<file path="src/design/pipe_ctl_pkg.sv">
// Purpose: shared types and constants for the pipeline interlock and exception controller
// Assumes: five stages, one clock
// Notes: cause codes are local encodings
package pipe_ctl_pkg;
	localparam int reg_addr_w = 5;
	localparam int cause_w = 5;
	localparam int vec_w = 32;
	// ====================
	// reset values and counts
	localparam logic [vec_w-1:0] reset_vector = 32'hbfc00000;
	localparam logic [vec_w-1:0] general_vector = 32'h80000180;
	localparam logic [1:0] load_dc_cycles = 2'h2;
	localparam logic [1:0] store_dc_cycles = 2'h2;
	localparam logic [1:0] one_slip_cycles = 2'h1;
	// ====================
	// exception cause codes, priority order within each stage
	typedef enum logic [cause_w-1:0] {
		ex_none = 5'h00,
		ex_fetch_address_error = 5'h01,
		ex_nmi = 5'h02,
		ex_instr_translation_fault = 5'h03,
		ex_external_interrupt = 5'h04,
		ex_instr_bus_error = 5'h05,
		ex_syscall = 5'h06,
		ex_breakpoint = 5'h07,
		ex_coprocessor_unusable = 5'h08,
		ex_reserved_instruction = 5'h09,
		ex_trap = 5'h0a,
		ex_integer_overflow = 5'h0b,
		ex_data_address_error = 5'h0c,
		ex_reset = 5'h0d,
		ex_data_translation_fault = 5'h0e,
		ex_page_modified_fault = 5'h0f,
		ex_watch_match = 5'h10,
		ex_data_bus_error = 5'h11
	} cause_t;
	// ====================
	// per-stage instruction descriptor from the datapath
	typedef struct packed {
		logic valid;
		logic is_load;
		logic is_store;
		logic is_mf_hilo;
		logic is_mf_sys;
		logic is_mt_sys_cfg;
		logic is_cache_op;
		logic uses_src_a;
		logic uses_src_b;
		logic writes_dst;
		logic [reg_addr_w-1:0] src_a;
		logic [reg_addr_w-1:0] src_b;
		logic [reg_addr_w-1:0] dst;
	} instr_t;
	// ====================
	// fault inputs
	typedef struct packed {
		logic fetch_address_error;
		logic nmi;
		logic instr_translation_fault;
		logic external_interrupt;
		logic instr_bus_error;
		logic syscall;
		logic breakpoint;
		logic coprocessor_unusable;
		logic reserved_instruction;
		logic trap;
		logic integer_overflow;
		logic data_address_error;
		logic reset_req;
		logic data_translation_fault;
		logic page_modified_fault;
		logic watch_match;
		logic data_bus_error;
	} fault_t;
	typedef struct packed {
		logic instr_translation_miss;
		logic instr_cache_miss;
		logic data_translation_miss;
		logic data_cache_miss;
		logic victim_dirty;
		logic refill_last_word;
		logic data_cache_busy;
		logic cache_op_done;
		logic muldiv_busy;
	} mem_status_t;
	// bypass selects: 0 regfile, 1 ex, 2 dc, 3 wb
	typedef enum logic [1:0] {
		byp_regfile = 2'h0,
		byp_ex = 2'h1,
		byp_dc = 2'h2,
		byp_wb = 2'h3
	} byp_t;
	typedef struct packed {
		logic [reg_addr_w-1:0] rd_addr_a;
		logic [reg_addr_w-1:0] rd_addr_b;
		logic [reg_addr_w-1:0] wr_addr;
		logic wr_en;
		byp_t sel_a;
		byp_t sel_b;
	} bypass_t;
	typedef struct packed {
		logic take;
		cause_t cause;
		logic [vec_w-1:0] vector;
	} commit_t;
	typedef enum logic [2:0] {
		st_run = 3'b001,
		st_miss = 3'b010,
		st_writeback = 3'b100
	} dc_state_t;
endpackage : pipe_ctl_pkg

</file>
<file path="src/design/pipe_ctl.sv">
// Purpose: interlock, exception and bypass control for a five-stage pipeline
// Assumes: datapath holds stage registers and obeys stall, slip and kill
// Notes: stall freezes all stages; slip holds fetch, rf and ex, inserts a bubble into dc
`timescale 1ns/1ns
// How it works
// - check every occupied stage each cycle
// - each fault belongs to one stage
// - fixed per-stage exception lists, priority ordered
// - late misses stall whole pipe until resolved
// - exception kills it and younger; suppress their faults
// - commit at write back, vector pc, clear
// - precise: older finish, younger never
// - older later exception kills flagged younger one
// - dirty victim to write buffer; restart on last word
// - cache op in dc stalls until done
// - issue only with operands and resources ready
// - back end advances, bubbles behind slip
// - killed instructions never slip
// - load/move data hazard slips in register fetch
// - muldiv busy slips move from product registers
// - store then load slips rf one clock
// - config/status move slips rf one clock
// - forward ex, dc, wb results into ex
// - bypass logic drives register file addresses
// - load holds dc stage two cycles
// - store in dc slips ex behind it; no two-cycle count for store
module pipe_ctl (
	// clock and reset
	input wire logic clk,
	input wire logic rst_b,
	// stage descriptors: if, rf, ex, dc, wb
	input pipe_ctl_pkg::instr_t st_if,
	input pipe_ctl_pkg::instr_t st_rf,
	input pipe_ctl_pkg::instr_t st_ex,
	input pipe_ctl_pkg::instr_t st_dc,
	input pipe_ctl_pkg::instr_t st_wb,
	// fault and memory status
	input pipe_ctl_pkg::fault_t faults,
	input pipe_ctl_pkg::mem_status_t mem,
	input wire logic branch_likely_kill,
	input wire logic eret_kill,
	// pipeline control
	output logic stall,
	output logic slip,
	output logic [4:0] kill,
	output logic move_to_write_buffer,
	// register file and bypass
	output pipe_ctl_pkg::bypass_t bypass,
	// exception commit
	output pipe_ctl_pkg::commit_t commit
);
	import pipe_ctl_pkg::*;
	// stage indices
	localparam int s_if = 0;
	localparam int s_rf = 1;
	localparam int s_ex = 2;
	localparam int s_dc = 3;
	localparam int s_wb = 4;

	// ====================
	// exception pending per stage, travels with instruction
	cause_t exc_reg [5];
	logic [4:0] dead_reg;
	cause_t det_if, det_rf, det_ex, det_dc;
	logic [4:0] killed;
	logic [4:0] live;
	dc_state_t dc_state_reg, dc_state_next;
	logic [1:0] dc_cnt_reg;
	logic [1:0] slip_cnt_reg;
	logic stall_c, slip_c, take_c;
	logic load_hazard, muldiv_hazard, st_ld_hazard, sys_hazard, dc_occupied;
	logic [1:0] rf_byp_a, rf_byp_b;

	assign take_c = (exc_reg[s_wb] != ex_none) && st_wb.valid && !dead_reg[s_wb];
	assign killed[s_if] = dead_reg[s_if] || branch_likely_kill || eret_kill;
	assign killed[s_rf] = dead_reg[s_rf] || branch_likely_kill || eret_kill;
	assign killed[s_ex] = dead_reg[s_ex];
	assign killed[s_dc] = dead_reg[s_dc];
	assign killed[s_wb] = dead_reg[s_wb];
	// live = occupied and not cancelled; faults of dead ones are ignored
	assign live = {st_wb.valid, st_dc.valid, st_ex.valid, st_rf.valid, st_if.valid} &
		~killed & ~{5{take_c}};

	// ====================
	// per-stage exception detection, priority order
	always_comb begin
		det_if = ex_none;
		if (faults.fetch_address_error) det_if = ex_fetch_address_error;
	end
	always_comb begin
		det_rf = ex_none;
		if (faults.nmi) det_rf = ex_nmi;
		else if (faults.instr_translation_fault) det_rf = ex_instr_translation_fault;
		else if (faults.external_interrupt) det_rf = ex_external_interrupt;
		else if (faults.instr_bus_error) det_rf = ex_instr_bus_error;
		else if (faults.syscall) det_rf = ex_syscall;
		else if (faults.breakpoint) det_rf = ex_breakpoint;
		else if (faults.coprocessor_unusable) det_rf = ex_coprocessor_unusable;
		else if (faults.reserved_instruction) det_rf = ex_reserved_instruction;
	end
	always_comb begin
		det_ex = ex_none;
		if (faults.trap) det_ex = ex_trap;
		else if (faults.integer_overflow) det_ex = ex_integer_overflow;
		else if (faults.data_address_error) det_ex = ex_data_address_error;
	end
	always_comb begin
		det_dc = ex_none;
		if (faults.reset_req) det_dc = ex_reset;
		else if (faults.data_translation_fault) det_dc = ex_data_translation_fault;
		else if (faults.page_modified_fault) det_dc = ex_page_modified_fault;
		else if (faults.watch_match) det_dc = ex_watch_match;
		else if (faults.data_bus_error) det_dc = ex_data_bus_error;
	end

	// ====================
	// stall: conditions from the data cache stage and instruction fetch misses
	always_comb begin
		dc_state_next = dc_state_reg;
		unique case (dc_state_reg)
			st_run: begin
				if (live[s_dc] && mem.data_cache_miss && mem.victim_dirty)
					dc_state_next = st_writeback;
				else if (live[s_dc] && mem.data_cache_miss)
					dc_state_next = st_miss;
			end
			st_writeback: dc_state_next = st_miss;
			st_miss: begin
				if (mem.refill_last_word) dc_state_next = st_run;
			end
		endcase
	end
	always_ff @(posedge clk or negedge rst_b) begin
		if (!rst_b) begin
			dc_state_reg <= st_run;
		end else begin
			dc_state_reg <= dc_state_next;
		end
	end

	// load and store in dc slip ex; only a load starts the two-cycle dc countdown
	assign dc_occupied = live[s_dc] && (st_dc.is_load || st_dc.is_store) &&
		(dc_cnt_reg == 2'h0);
	always_ff @(posedge clk or negedge rst_b) begin
		if (!rst_b) begin
			dc_cnt_reg <= 2'h0;
		end else if (!stall_c && dc_cnt_reg != 2'h0) begin
			dc_cnt_reg <= dc_cnt_reg - 2'h1;
		end else if (!stall_c && live[s_dc] && st_dc.is_load && dc_cnt_reg == 2'h0) begin
			dc_cnt_reg <= load_dc_cycles - 2'h1;
		end
	end

	always_comb begin
		stall_c = 1'b0;
		if (live[s_rf] && (mem.instr_translation_miss || mem.instr_cache_miss))
			stall_c = 1'b1;
		if (live[s_dc] && (mem.data_translation_miss || mem.data_cache_miss ||
			mem.data_cache_busy))
			stall_c = 1'b1;
		if (dc_state_reg != st_run && !mem.refill_last_word)
			stall_c = 1'b1;
		if (live[s_dc] && st_dc.is_cache_op && !mem.cache_op_done)
			stall_c = 1'b1;
		if (take_c) stall_c = 1'b0;
	end

	// ====================
	// slip hazards evaluated on live instructions only
	assign load_hazard = live[s_rf] && live[s_ex] && st_ex.writes_dst &&
		(st_ex.is_load || st_ex.is_mf_hilo || st_ex.is_mf_sys) &&
		((st_rf.uses_src_a && st_rf.src_a == st_ex.dst) ||
		(st_rf.uses_src_b && st_rf.src_b == st_ex.dst));
	assign muldiv_hazard = live[s_rf] && st_rf.is_mf_hilo && mem.muldiv_busy;
	assign st_ld_hazard = live[s_ex] && live[s_rf] && st_ex.is_store && st_rf.is_load &&
		slip_cnt_reg == 2'h0;
	assign sys_hazard = live[s_ex] && st_ex.is_mt_sys_cfg && slip_cnt_reg == 2'h0;

	always_ff @(posedge clk or negedge rst_b) begin
		if (!rst_b) begin
			slip_cnt_reg <= 2'h0;
		end else if (!stall_c) begin
			if (slip_cnt_reg != 2'h0) slip_cnt_reg <= slip_cnt_reg - 2'h1;
			else if (st_ld_hazard || sys_hazard) slip_cnt_reg <= one_slip_cycles;
		end
	end

	// issue only when operands and resources are ready
	assign slip_c = !stall_c && !take_c && (load_hazard || muldiv_hazard || st_ld_hazard ||
		sys_hazard || (dc_occupied && live[s_ex]));

	// ====================
	// exception pipeline: flags move with instructions, killed ones pick up no new flag
	always_ff @(posedge clk or negedge rst_b) begin
		if (!rst_b) begin
			for (int i = 0; i < 5; i++) exc_reg[i] <= ex_none;
			dead_reg <= 5'h00;
		end else if (take_c) begin
			for (int i = 0; i < 5; i++) exc_reg[i] <= ex_none;
			dead_reg <= 5'h00;
		end else if (!stall_c) begin
			// dc to wb always advances on a slip
			exc_reg[s_wb] <= (live[s_dc] && exc_reg[s_dc] == ex_none) ? det_dc : exc_reg[s_dc];
			dead_reg[s_wb] <= killed[s_dc];
			if (slip_c) begin
				exc_reg[s_dc] <= ex_none;
				dead_reg[s_dc] <= 1'b1;
			end else begin
				exc_reg[s_dc] <= (live[s_ex] && exc_reg[s_ex] == ex_none) ? det_ex : exc_reg[s_ex];
				exc_reg[s_ex] <= (live[s_rf] && exc_reg[s_rf] == ex_none) ? det_rf : exc_reg[s_rf];
				exc_reg[s_rf] <= (live[s_if] && exc_reg[s_if] == ex_none) ? det_if : exc_reg[s_if];
				exc_reg[s_if] <= ex_none;
				dead_reg[s_dc] <= killed[s_ex];
				dead_reg[s_ex] <= killed[s_rf];
				dead_reg[s_rf] <= killed[s_if];
				dead_reg[s_if] <= 1'b0;
			end
		end
	end

	// ====================
	// bypass and register file addressing
	function automatic logic [1:0] pick(input logic [reg_addr_w-1:0] r);
		logic [1:0] s;
		s = byp_regfile;
		if (r != '0 && st_wb.valid && st_wb.writes_dst && st_wb.dst == r) s = byp_wb;
		if (r != '0 && st_dc.valid && st_dc.writes_dst && st_dc.dst == r) s = byp_dc;
		if (r != '0 && st_ex.valid && st_ex.writes_dst && st_ex.dst == r) s = byp_ex;
		return s;
	endfunction
	assign rf_byp_a = pick(st_rf.src_a);
	assign rf_byp_b = pick(st_rf.src_b);

	always_ff @(posedge clk or negedge rst_b) begin
		if (!rst_b) begin
			bypass <= '0;
		end else begin
			bypass.rd_addr_a <= st_if.src_a;
			bypass.rd_addr_b <= st_if.src_b;
			bypass.wr_addr <= st_dc.dst;
			bypass.wr_en <= live[s_dc] && st_dc.writes_dst && !stall_c &&
				(exc_reg[s_dc] == ex_none) && (det_dc == ex_none);
			bypass.sel_a <= byp_t'(rf_byp_a);
			bypass.sel_b <= byp_t'(rf_byp_b);
		end
	end

	// ====================
	// pipeline control outputs
	always_ff @(posedge clk or negedge rst_b) begin
		if (!rst_b) begin
			stall <= 1'b0;
			slip <= 1'b0;
			kill <= 5'h00;
			move_to_write_buffer <= 1'b0;
		end else begin
			stall <= stall_c;
			slip <= slip_c;
			kill <= take_c ? 5'h1f : (killed & ~{5{stall_c}});
			move_to_write_buffer <= (dc_state_reg == st_run) && (dc_state_next == st_writeback);
		end
	end

	// ====================
	// exception commit at write back
	always_ff @(posedge clk or negedge rst_b) begin
		if (!rst_b) begin
			commit <= '0;
		end else begin
			commit.take <= take_c;
			commit.cause <= take_c ? exc_reg[s_wb] : ex_none;
			commit.vector <= !take_c ? '0 :
				(exc_reg[s_wb] == ex_reset ? reset_vector : general_vector);
		end
	end
endmodule // pipe_ctl

</file>
<file path="config.mk">
export PLATFORM = sky130hd
export DESIGN_NAME = pipe_ctl
export DESIGN_NICKNAME = d
export VERILOG_FILES = /design/src/design/pipe_ctl_pkg.sv /design/src/design/pipe_ctl.sv
export SDC_FILE = /design/constraint.sdc
export NUM_CORES = 1
export LEC_CHECK = 0
export BUFFER_PORTS_ARGS = -buffer_cell sky130_fd_sc_hd__clkbuf_2
export CORE_MARGIN = 5
export CORE_UTILIZATION = 42
export CTS_CLUSTER_SIZE = 8
export DETAILED_ROUTE_END_ITERATION = 7
export GPL_TIMING_DRIVEN = 0
export PLACE_DENSITY = 0.93
export SLEW_MARGIN = 20
export SYNTH_ARGS = -nofsm -noshare
export SYNTH_HDL_FRONTEND = slang
export SYNTH_SLANG_ARGS = --single-unit
</file>
<file path="constraint.sdc">
create_clock -name clk -period 2.3 [get_ports clk]
set_input_delay 0.23 -clock clk [delete_from_list [all_inputs] [get_ports clk]]
set_output_delay 0.23 -clock clk [all_outputs]
set_load 0.01 [all_outputs]
</file>
Word level (Yosys, flattened, before mapping)

Cells that the tools add are included.

Flip-flop bits (word level): 103
Bits of input ports: 155
Output and inout bits: 66
Word-level logic and storage cells: 195

Add/sub/neg operators: 2
Equal/unequal tests: 16
Mux-type cells: 52
Bitwise operators: 7
Reductions and logical operators: 95

Operator list:

| cell                                           | count |
|---|---|
| 2-to-1 mux 5 bit                               | 17 |
| logical AND 1 bit                              | 58 |
| 2-to-1 mux 25 bit                              | 2 |
| == test 5 bit                                  | 8 |
| 2-to-1 mux 32 bit                              | 1 |
| 2-to-1 mux 4 bit                               | 8 |
| 2-to-1 mux 30 bit                              | 1 |
| zero test 5 bit                                | 5 |
| 2-to-1 mux 2 bit                               | 10 |
| logical OR 1 bit                               | 16 |
| 2-to-1 mux 15 bit                              | 1 |
| nonzero test 5 bit                             | 3 |
| 2-to-1 mux 3 bit                               | 4 |
| case mux 3 bit (3 select lines)                | 1 |
| bitwise AND 4 bit                              | 2 |
| inverter 4 bit                                 | 2 |
| nonzero test 2 bit                             | 4 |
| 2-to-1 mux 1 bit                               | 7 |
| == test 3 bit (second input constant)          | 2 |
| bitwise AND 5 bit                              | 1 |
| == test 5 x 4 -> 1 bit (second input constant) | 1 |
| zero test 1 bit                                | 5 |
| inverter 5 bit                                 | 1 |
| zero test 2 bit                                | 2 |
| 7 further kinds                                | 10 |

Depth between registers and ports, before layout

Gate-level depths: netlist (run 1).

Depth after elaboration: 17
Gate-level depth with buffers: 8
Gate-level depth less buffers: 7

Worst setup path after synthesis (run 1)

OpenSTA, ideal clock, no wires.

Path kind: register -> register
Start: register exc_reg[0] (netlist name)
End: register exc_reg[11] (netlist name)
Setup time: 125 ps
Data arrival time: 2007 ps
Required time: 2175 ps
Path slack: 168 ps
Stages on the path, launching flop included: 8
Path buffers: 0
Clock period less this slack: 2132 ps
Cells stage by stage: dfrtp_1 or3_4 o31ai_4 inv_2 nor3_2 a22oi_2 nand3_2 mux2_2

Longest elaborated chain between the ends: 16
Elaborated cells on any way between the ends: 44
Classes of those cells: eq/ne (2); mux (9); bitwise (2); reduce/logical (31)

RTL lines:

| element                                                      | RTL line                                          | text |
|---|---|---|
| start, declared                                              | pipe_ctl.sv:62                                    | `cause_t exc_reg [5];` |
| start signal, assigned by index                              | pipe_ctl.sv:203                                   | `exc_reg[s_wb] <= (live[s_dc] && exc_reg[s_dc] == ex_none) ? det_dc : exc_reg[s_dc];` |
| start signal, assigned by index                              | pipe_ctl.sv:206                                   | `exc_reg[s_dc] <= ex_none;` |
| start signal, assigned by index                              | pipe_ctl.sv:209                                   | `exc_reg[s_dc] <= (live[s_ex] && exc_reg[s_ex] == ex_none) ? det_ex : exc_reg[s_ex];` |
| nonzero test 5 bit (*)                                       | pipe_ctl.sv:74                                    | `assign take_c = (exc_reg[s_wb] != ex_none) && st_wb.valid && !dead_reg[s_wb];` |
| logical AND 1 bit (*) (2 in series)                          | pipe_ctl.sv:74                                    |  |
| inverter 4 bit                                               | pipe_ctl.sv:82                                    | `~killed & ~{5{take_c}};` |
| bitwise AND 4 bit                                            | pipe_ctl.sv:82                                    |  |
| logical AND 1 bit, on equally long branches                  | pipe_ctl.sv:156, pipe_ctl.sv:170, pipe_ctl.sv:175 |  |
| 2-to-1 mux 1 bit / logical AND 1 bit (equally long branches) | pipe_ctl.sv:156, pipe_ctl.sv:170                  |  |
| 2-to-1 mux 1 bit / logical AND 1 bit (equally long branches) | pipe_ctl.sv:158, pipe_ctl.sv:170                  |  |
| 2-to-1 mux 1 bit / logical AND 1 bit (equally long branches) | pipe_ctl.sv:161, pipe_ctl.sv:171                  |  |
| 2-to-1 mux 1 bit / logical OR 1 bit (equally long branches)  | pipe_ctl.sv:163, pipe_ctl.sv:189                  |  |
| 2-to-1 mux 1 bit / logical OR 1 bit (equally long branches)  | pipe_ctl.sv:165, pipe_ctl.sv:189                  |  |
| zero test 1 bit / logical OR 1 bit (equally long branches)   | pipe_ctl.sv:189                                   | `assign slip_c = !stall_c && !take_c && (load_hazard \|\| muldiv_hazard \|\| st_ld_hazard \|\|` |
| logical AND 1 bit / logical OR 1 bit (equally long branches) | pipe_ctl.sv:189, pipe_ctl.sv:190                  |  |
| logical AND 1 bit                                            | pipe_ctl.sv:189                                   |  |
| != test 2 x 1 -> 1 bit (no line)                             | --                                                |  |
| AND reduction 2 bit (no line)                                | --                                                |  |

Every way passes the cells marked *; elsewhere a longest branch is shown, timed or not. The select of a mux whose other input is x is not followed.
A chain may end at the register's enable or synchronous reset.

Worst setup path in the final report (run 1)

Start: register exc_reg[0] (netlist name)
End: register exc_reg[12] (netlist name)

The elaborated chain is that of the path after synthesis.

==> out/results.txt, run 1 <==
status - completed
min Tclk post-route - 2230 ps
first-pass GRT wire length - 14.9 mm
reg-to-reg endpoint - exc_reg[12]
Layout Cells excl Fill - 598
layout cells sized above 1 - 40.3%
Cell Chain, Critical Path - or3_4 -> o31ai_4 -> buf_4 -> and3_1 -> a22oi_2 -> nand3_2 -> mux2_2
Placed Instance Area - 4120 um^2
antenna cells - 0
Slew Limit Headroom - 65.2%
critical path launch point type - flip-flop
initial antenna violation count - 0
pin count of the biggest net entering global routing - 48
Die Span X - 98.0 um
largest area contributor in the netlist - dfrtp_1
Die ar. - 9600 um^2
Starting DRT DRC Count - 172
Row Count - 32
worst min path class - in2reg
Post-synth EDFFs - 0
CP required - 2520 ps
Design Area, Final - 4470 um^2
drt first pass iters - 5
Worst Min Path Start - st_if[11]
synthesized flop and latch total - 61
top post-synthesis cells by area - dfrtp_1 46%, buf_4 6.9%, xnor2_1 4.6%, xor2_1 3.5%, nand2_1 3.3%
Comb pwr share - 35.7%
wire per inst - 15.4 um
CTS max path bufs - 2
WHS - 16.1 ps
LEAKAGE - 2.28 nW
Synth Flop Type - dfrtp_1
Synth cell types - 61
Vias - 3087
CTS sink count - 61
sequential power share - 38.1%
Reg2Reg Depth - 7
Synth top area share - 46.2%
Synth async-reset ratio - 100%
Fin. Hold Viols - 0
Clock Root Buffer - clkbuf_8
P_sw - 0.00141 W
vias in the first global route - 3152
CP max stage delay - 410 ps
Worst Clk Skew - 9.57 ps
worst vdd ir - 0.341 mV
Worst Max-Slew Pin Slew - 519 ps
Largest register FFs - 20
Final Cycle Share - 97.2%
switching share of power - 35.2%
crit-path max FO - 7
area grow syn2layout - 37.4%
CTS tree - built
Synth Cell Area - 3250 um^2
Reg2Reg Setup Slack - 70 ps
CP Launch Point - exc_reg[0]
Crit Path Category - reg2reg
Nets - 647
core area - 7650 um^2
buffers added on ports - 129
CP endpoint - exc_reg[12]
critical path arrival - 2460 ps
Num CTS Buffers - 9
Seq/Total Area, Yosys - 47.0%
Initial Util - 42.5%
gp weighted congestion - 0.883
FMAX - 0.447 GHz
Clk pwr share - 26.2%
DR DRC count - 0
PwrDens - 898 nW/um^2
Via density - 5.16
P_int - 0.00260 W
Critical Path End Type - flip-flop
number of synthesis warnings - 0
H-tree levels - 3
count of final setup violators - 0
worst-skew pair later-pin latency - 340 ps
Worst-path clk slew - 70 ps
dpl cells - 574
# IOs - 221
Post-Synthesis Cells - 322
hpwl dp - 7.29 mm
gr usage total - 19.0%
Die H - 98.0 um
Routed Antenna Nets - 0
syn_area_per_cell - 10.1 um^2
GRT Residual Overflow - 0
Detailed Route WL - 9.20 mm
FF-to-FF Start - exc_reg[0]
max_cap viols - 0
max-slew violation count - 0
CP max-delay cell - dfrtp_1
-- critical path: cells and delay by family, from the launching register on --
family / cells / cell delay, ps
multiplexers: 1 / 340
buffers and inverters: 1 / 230
flip-flops: 1 / 410
AND/OR/NAND/NOR: 3 / 740
AO/OA/AOI/OAI: 2 / 400
-- logic make-up (layout without fill, tap and decap cells) --
kind of cell,count (synthesis),in the layout,synth area share (%)
mux,6,6,1.96
other cells,1,21,0.115
flops,61,61,47.0
compound gates,59,59,12.3
simple gates,121,121,21.4
buf+inv,43,197,8.77
fa+ha+maj,1,1,0.385
xor+xnor,30,30,8.08
-- routing by layer --
metal | track usage [%] | up-vias | routed length, um
met5 | 0 | - | 0
met4 | 9.48 | 0 | 408
met3 | 4.36 | 38 | 790
met2 | 33.0 | 168 | 4580
met1 | 21.8 | 1446 | 3430
li1 | - | 1435 | -
-- what timing repair did --
| action | CTS | global route |
|---|---|---|
| endpoints found under the setup margin | 31 | 25 |
| setup buffers | 1 | 0 |
| endpoints found under the hold margin | 18 | 3 |
| pin swaps | 1 | 3 |
| hold buffers | 6 | 3 |
| resized for setup | 2 | 5 |
-- worst min-delay path by stage --
stage | endpoint | slack (ps) | depth (start not counted)
after floorplan | bypass[0] | -70 | 0
after global placement | bypass[12] | 340 | 1
after detailed placement | dc_state_reg[1] | 130 | 1
after CTS | bypass[14] | 0.2 | 1
after global routing | bypass[15] | 4 | 1
final | bypass[16] | 20 | 1
-- power groups by stage --
stage	Clock (W)	Sequential (W)	Combinational (W)
6_report	0.00105	0.00153	0.00143
5_1_grt	0.00111	0.00156	0.00158
4_1_cts	0.00106	0.00152	0.00141
3_5_place_dp	0	0.00153	0.00137
3_3_place_gp	0	0.00151	0.00131
2_1_floorplan	0	0.00154	0.000878
-- layout make-up --
cell class	instances	area, um^2
buffer	34	254
clock buffer	12	155
clock inverter	4	70.1
fill	621	3180
inverter	7	28.8
multi-input combinational	238	1540
sequential	61	1530
tap	102	128
timing repair buffer	140	766
-- synthesized netlist by cell type, drive strengths merged (2+ instances only) --
cell and number:
a31oi 4, clkbuf 2, nand2 29, mux2 3, and2 5, o32ai 3, buf 34, nand3 8
dfrtp 60, xnor2 17, nor4b 2, nor3 16, nor2b 4, nand4 6, o31ai 4, nor2 23
a211oi 2, nor4 7, a21o 3, or4 3, and3 3, xor2 13, o21ai 15, o21bai 2
a21oi 14, nor3b 2, nand2b 4, inv 7, a21boi 2, mux2i 3, and4 3, o211ai 2
-- stage by stage --
stage | util (%) | worst slack (ps) | setup TNS (ps) | power [W]
5_1_grt | 58.4 | -3.33 | -4.89 | 0.00426
2_1_floorplan | - | 168 | 0 | 0.00241
3_3_place_gp | 53.6 | -336 | -6560 | 0.00282
6_report | 58.4 | 65.1 | 0 | 0.00401
3_5_place_dp | 53.9 | -410 | -9150 | 0.00291
4_1_cts | 57.9 | 5.01 | 0 | 0.00400
-- placed cells by master (no fill, tap or decap), types with 2 or more instances in the layout --
master	synthesis	routed
clkbuf_4	0	2
mux2_2	3	3
nor2b_1	4	4
nor2_1	23	22
buf_4	30	31
nor3_4	1	2
or4_1	3	3
inv_1	6	6
o211ai_1	2	2
a31oi_1	4	4
xnor2_1	17	17
o21ai_0	14	14
a21oi_1	14	14
dfrtp_1	60	60
bufinv_16	0	2
o21bai_1	2	2
conb_1	1	21
mux2i_1	3	3
dlygate4sd3_1	0	9
clkbuf_2	0	128
xor2_1	13	13
nor4_1	5	5
o31ai_1	3	3
a21boi_0	2	2
nor3_1	13	13
nand4_1	6	6
nand3_1	6	6
clkbuf_8	0	11
a211oi_1	2	2
o32ai_1	3	3
a21o_1	3	3
clkinv_2	0	2
and2_1	5	5
nand2_1	29	29
and4_1	3	3
nor3b_1	2	2
nand2b_1	4	4
buf_2	3	2
and3_1	3	3
(Power assumes the default switching activity.)
==> run 2, diff against run 1 <==
--- a/config.mk
+++ b/config.mk
@@ -13,4 +13,5 @@
 export GPL_TIMING_DRIVEN = 0
 export PLACE_DENSITY = 0.93
+export SETUP_SLACK_MARGIN = 0.3
 export SLEW_MARGIN = 20
 export SYNTH_ARGS = -nofsm -noshare
==> constraint.sdc (replaced) <==
create_clock -name clk -period 2.3 [get_ports clk]
set_input_delay 0.23 -clock clk [delete_from_list [all_inputs] [get_ports clk]]
set_output_delay 0.23 -clock clk [all_outputs]
set_load 0.02 [all_outputs]
==> run 2 against run 1 <==
Worst setup slack improved by 58 ps. Hold slack got worse by 1.4 ps. Routed wire length rose by 7.7%. First-iteration DRC count rose by 1.2%. Sequential power barely moved.
==> out/results.txt, run 2 (same netlist as run 1, synthesis figures left out) <==
LEAKAGE - 2.40 nW (+5.5%)
leading cell type in the layout, fill and taps excluded - clkbuf_2
hpwl dp - 7.17 mm (-1.7%)
WHS - 14.8 ps (-1.37 ps)
Row Count - 32 (unchanged)
PwrDens - 911 nW/um^2 (+1.4%)
CTS max path bufs - 2 (unchanged)
min Tclk post-route - 2180 ps (-58.3 ps)
Worst-path clk slew - 70 ps (about the same)
CP max stage delay - 400 ps (about the same)
CP required - 2520 ps (about the same)
Fin. Hold Viols - 0 (unchanged)
worst-skew pair later-pin latency - 330 ps (about the same)
DR DRC count - 0 (unchanged)
critical path buffer and inverter count - 1 (unchanged)
max_cap viols - 0 (unchanged)
Cell Chain, Critical Path - or3_4 -> o31ai_4 -> inv_4 -> nor3_4 -> a22oi_2 -> nand3_2 -> mux2_2
Worst Clk Skew - 6.79 ps (-2.78 ps)
Starting DRT DRC Count - 174 (+1.2%)
gp weighted congestion - 0.862 (-2.4%)
met2 routed wirelength - 5.08 mm (+11%)
worst min path class - in2reg
commonest cells after routing, fill and taps aside - 128 x clkbuf_2, 60 x dfrtp_1, 46 x buf_4
max-slew violation count - 0 (unchanged)
Critical Path End Type - flip-flop
Layout Cells excl Fill - 621 (+3.8%)
area grow syn2layout - 45.7%
layout cells sized above 1 - 45.1% (+4.8 points)
wire length on met1 - 3.65 mm (+6.4%)
Num CTS Buffers - 9 (unchanged)
critical path launch point type - flip-flop
Placed Instance Area - 4130 um^2 (+0.18%)
Final Cycle Share - 94.6% (-2.5 points)
CTS sink count - 61 (unchanged)
status - completed
pin count of the biggest net entering global routing - 57 (+19%)
Via density - 5.20 (+0.82%)
dpl cells - 574 (unchanged)
cell family with most CP delay - simple AND/OR/NAND/NOR gates
buffers added on ports - 129 (unchanged)
crit-path max FO - 7 (unchanged)
Vias - 3232 (+4.7%)
wire per inst - 16.0 um (+3.7%)
Largest register FFs - 20 (unchanged)
# IOs - 221 (unchanged)
critical path arrival - 2400 ps (-60 ps)
Slew Limit Headroom - 43.5% (-22 points)
Die Span X - 98.0 um (unchanged)
Die ar. - 9600 um^2 (unchanged)
worst vdd ir - 0.379 mV (+11%)
max layer used - met4
FMAX - 0.459 GHz (+2.7%)
initial antenna violation count - 0 (unchanged)
antenna cells - 0 (unchanged)
Die H - 98.0 um (unchanged)
Worst Max-Slew Pin Slew - 836 ps (+317 ps)
CTS tree - built
Fillers - 605 (-2.6%)
GRT Residual Overflow - 0 (unchanged)
Nets - 671 (+3.7%)
CP max-delay cell - or3_4
first-pass GRT wire length - 14.6 mm (-1.6%)
Crit Path Category - reg2reg
Design Area, Final - 4740 um^2 (+6.1%)
DR WL met3 - 908 um (+15%)
H-tree levels - 3 (unchanged)
drt first pass iters - 5 (unchanged)
gr usage total - 18.9% (-0.077 points)
count of final setup violators - 0 (unchanged)
Initial Util - 42.5% (unchanged)
RSZ-0062 raised after global routing - true
core area - 7650 um^2 (unchanged)
vias in the first global route - 3056 (-3.0%)
Clock Root Buffer - clkbuf_8
Routed Antenna Nets - 0 (unchanged)
Detailed Route WL - 9.91 mm (+7.7%)
-- run 2: cell count changes in the layout (fill, tap and decap cells not counted), moves of 2 or more --
cell       previous run  this run
mux2_2                3         1
bufinv_16             2         0
a21oi_1              14        11
a21oi_2               0         2
clkinv_2              2         4
buf_6                 1         7
o21ai_0              14        12
buf_4                31        46
mux2_4                0         2
a31oi_2               0         2
a31oi_1               4         2
-- run 2: metrics by stage --
stage | setup slack, ps | total power [W] | TNS, ps | utilization (%)
after floorplan | 194 | 0.00252 | 0 | -
after global placement | -298 | 0.00293 | -5960 | 53.6
after detailed placement | -335 | 0.00302 | -6550 | 54.0
after CTS | 179 | 0.00395 | 0 | 58.4
after global routing | 49.5 | 0.00455 | 0 | 62.0
final | 123 | 0.00432 | 0 | 62.0
-- run 2: final timing paths --
check                              startpoint               to  slack, ps  cells after the start
worst min-delay path                st_if[12]       bypass[17]         10                      1
worst min register to register  dc_cnt_reg[0]    dc_cnt_reg[0]        490                      1
max in group asynchronous               rst_b  dc_state_reg[0]       1500                      3
worst max register to register     exc_reg[0]      exc_reg[13]        120                      7
worst max-delay path               exc_reg[0]      exc_reg[13]        120                      7
min in group asynchronous               rst_b        bypass[9]        280                      2
-- run 2: timing repair --
| action | in CTS | in global routing |
|---|---|---|
| endpoints found under the hold margin | 65 | 4 |
| hold buffers | 6 | 4 |
| resized for setup | 14 | 29 |
| pin swaps | 5 | 9 |
| endpoints found under the setup margin | 32 | 29 |
| buffers inserted | 8 | 13 |
| gates cloned | 0 | 1 |
-- run 2: where the power goes --
group	internal (W)	total, W	switching [W]	leakage [nW]
registers	0.00132	0.00152	0.000198	0.779
clock network	0.000406	0.000804	0.000399	0.0877
logic	0.000902	0.00199	0.00109	1.54
-- run 2: layer usage --
layer,track usage [%],vias up
li1,-,1479
met1,22.2,1528
met2,31.8,198
met3,6.43,27
met4,7.45,0
met5,0,-
-- run 2: cell type report --
| class | instances | area (um^2) | share of cell area [%] |
|---|---|---|---|
| Buffer | 36 | 293 | 6.18 |
| Multi-Input combinational cell | 238 | 1620 | 34.2 |
| Timing Repair Buffer | 162 | 975 | 20.6 |
| Sequential cell | 61 | 1530 | 32.2 |
| Tap cell | 102 | 128 | 2.69 |
| Clock inverter | 5 | 27.5 | 0.581 |
| Inverter | 7 | 28.8 | 0.607 |
| Clock buffer | 10 | 138 | 2.90 |
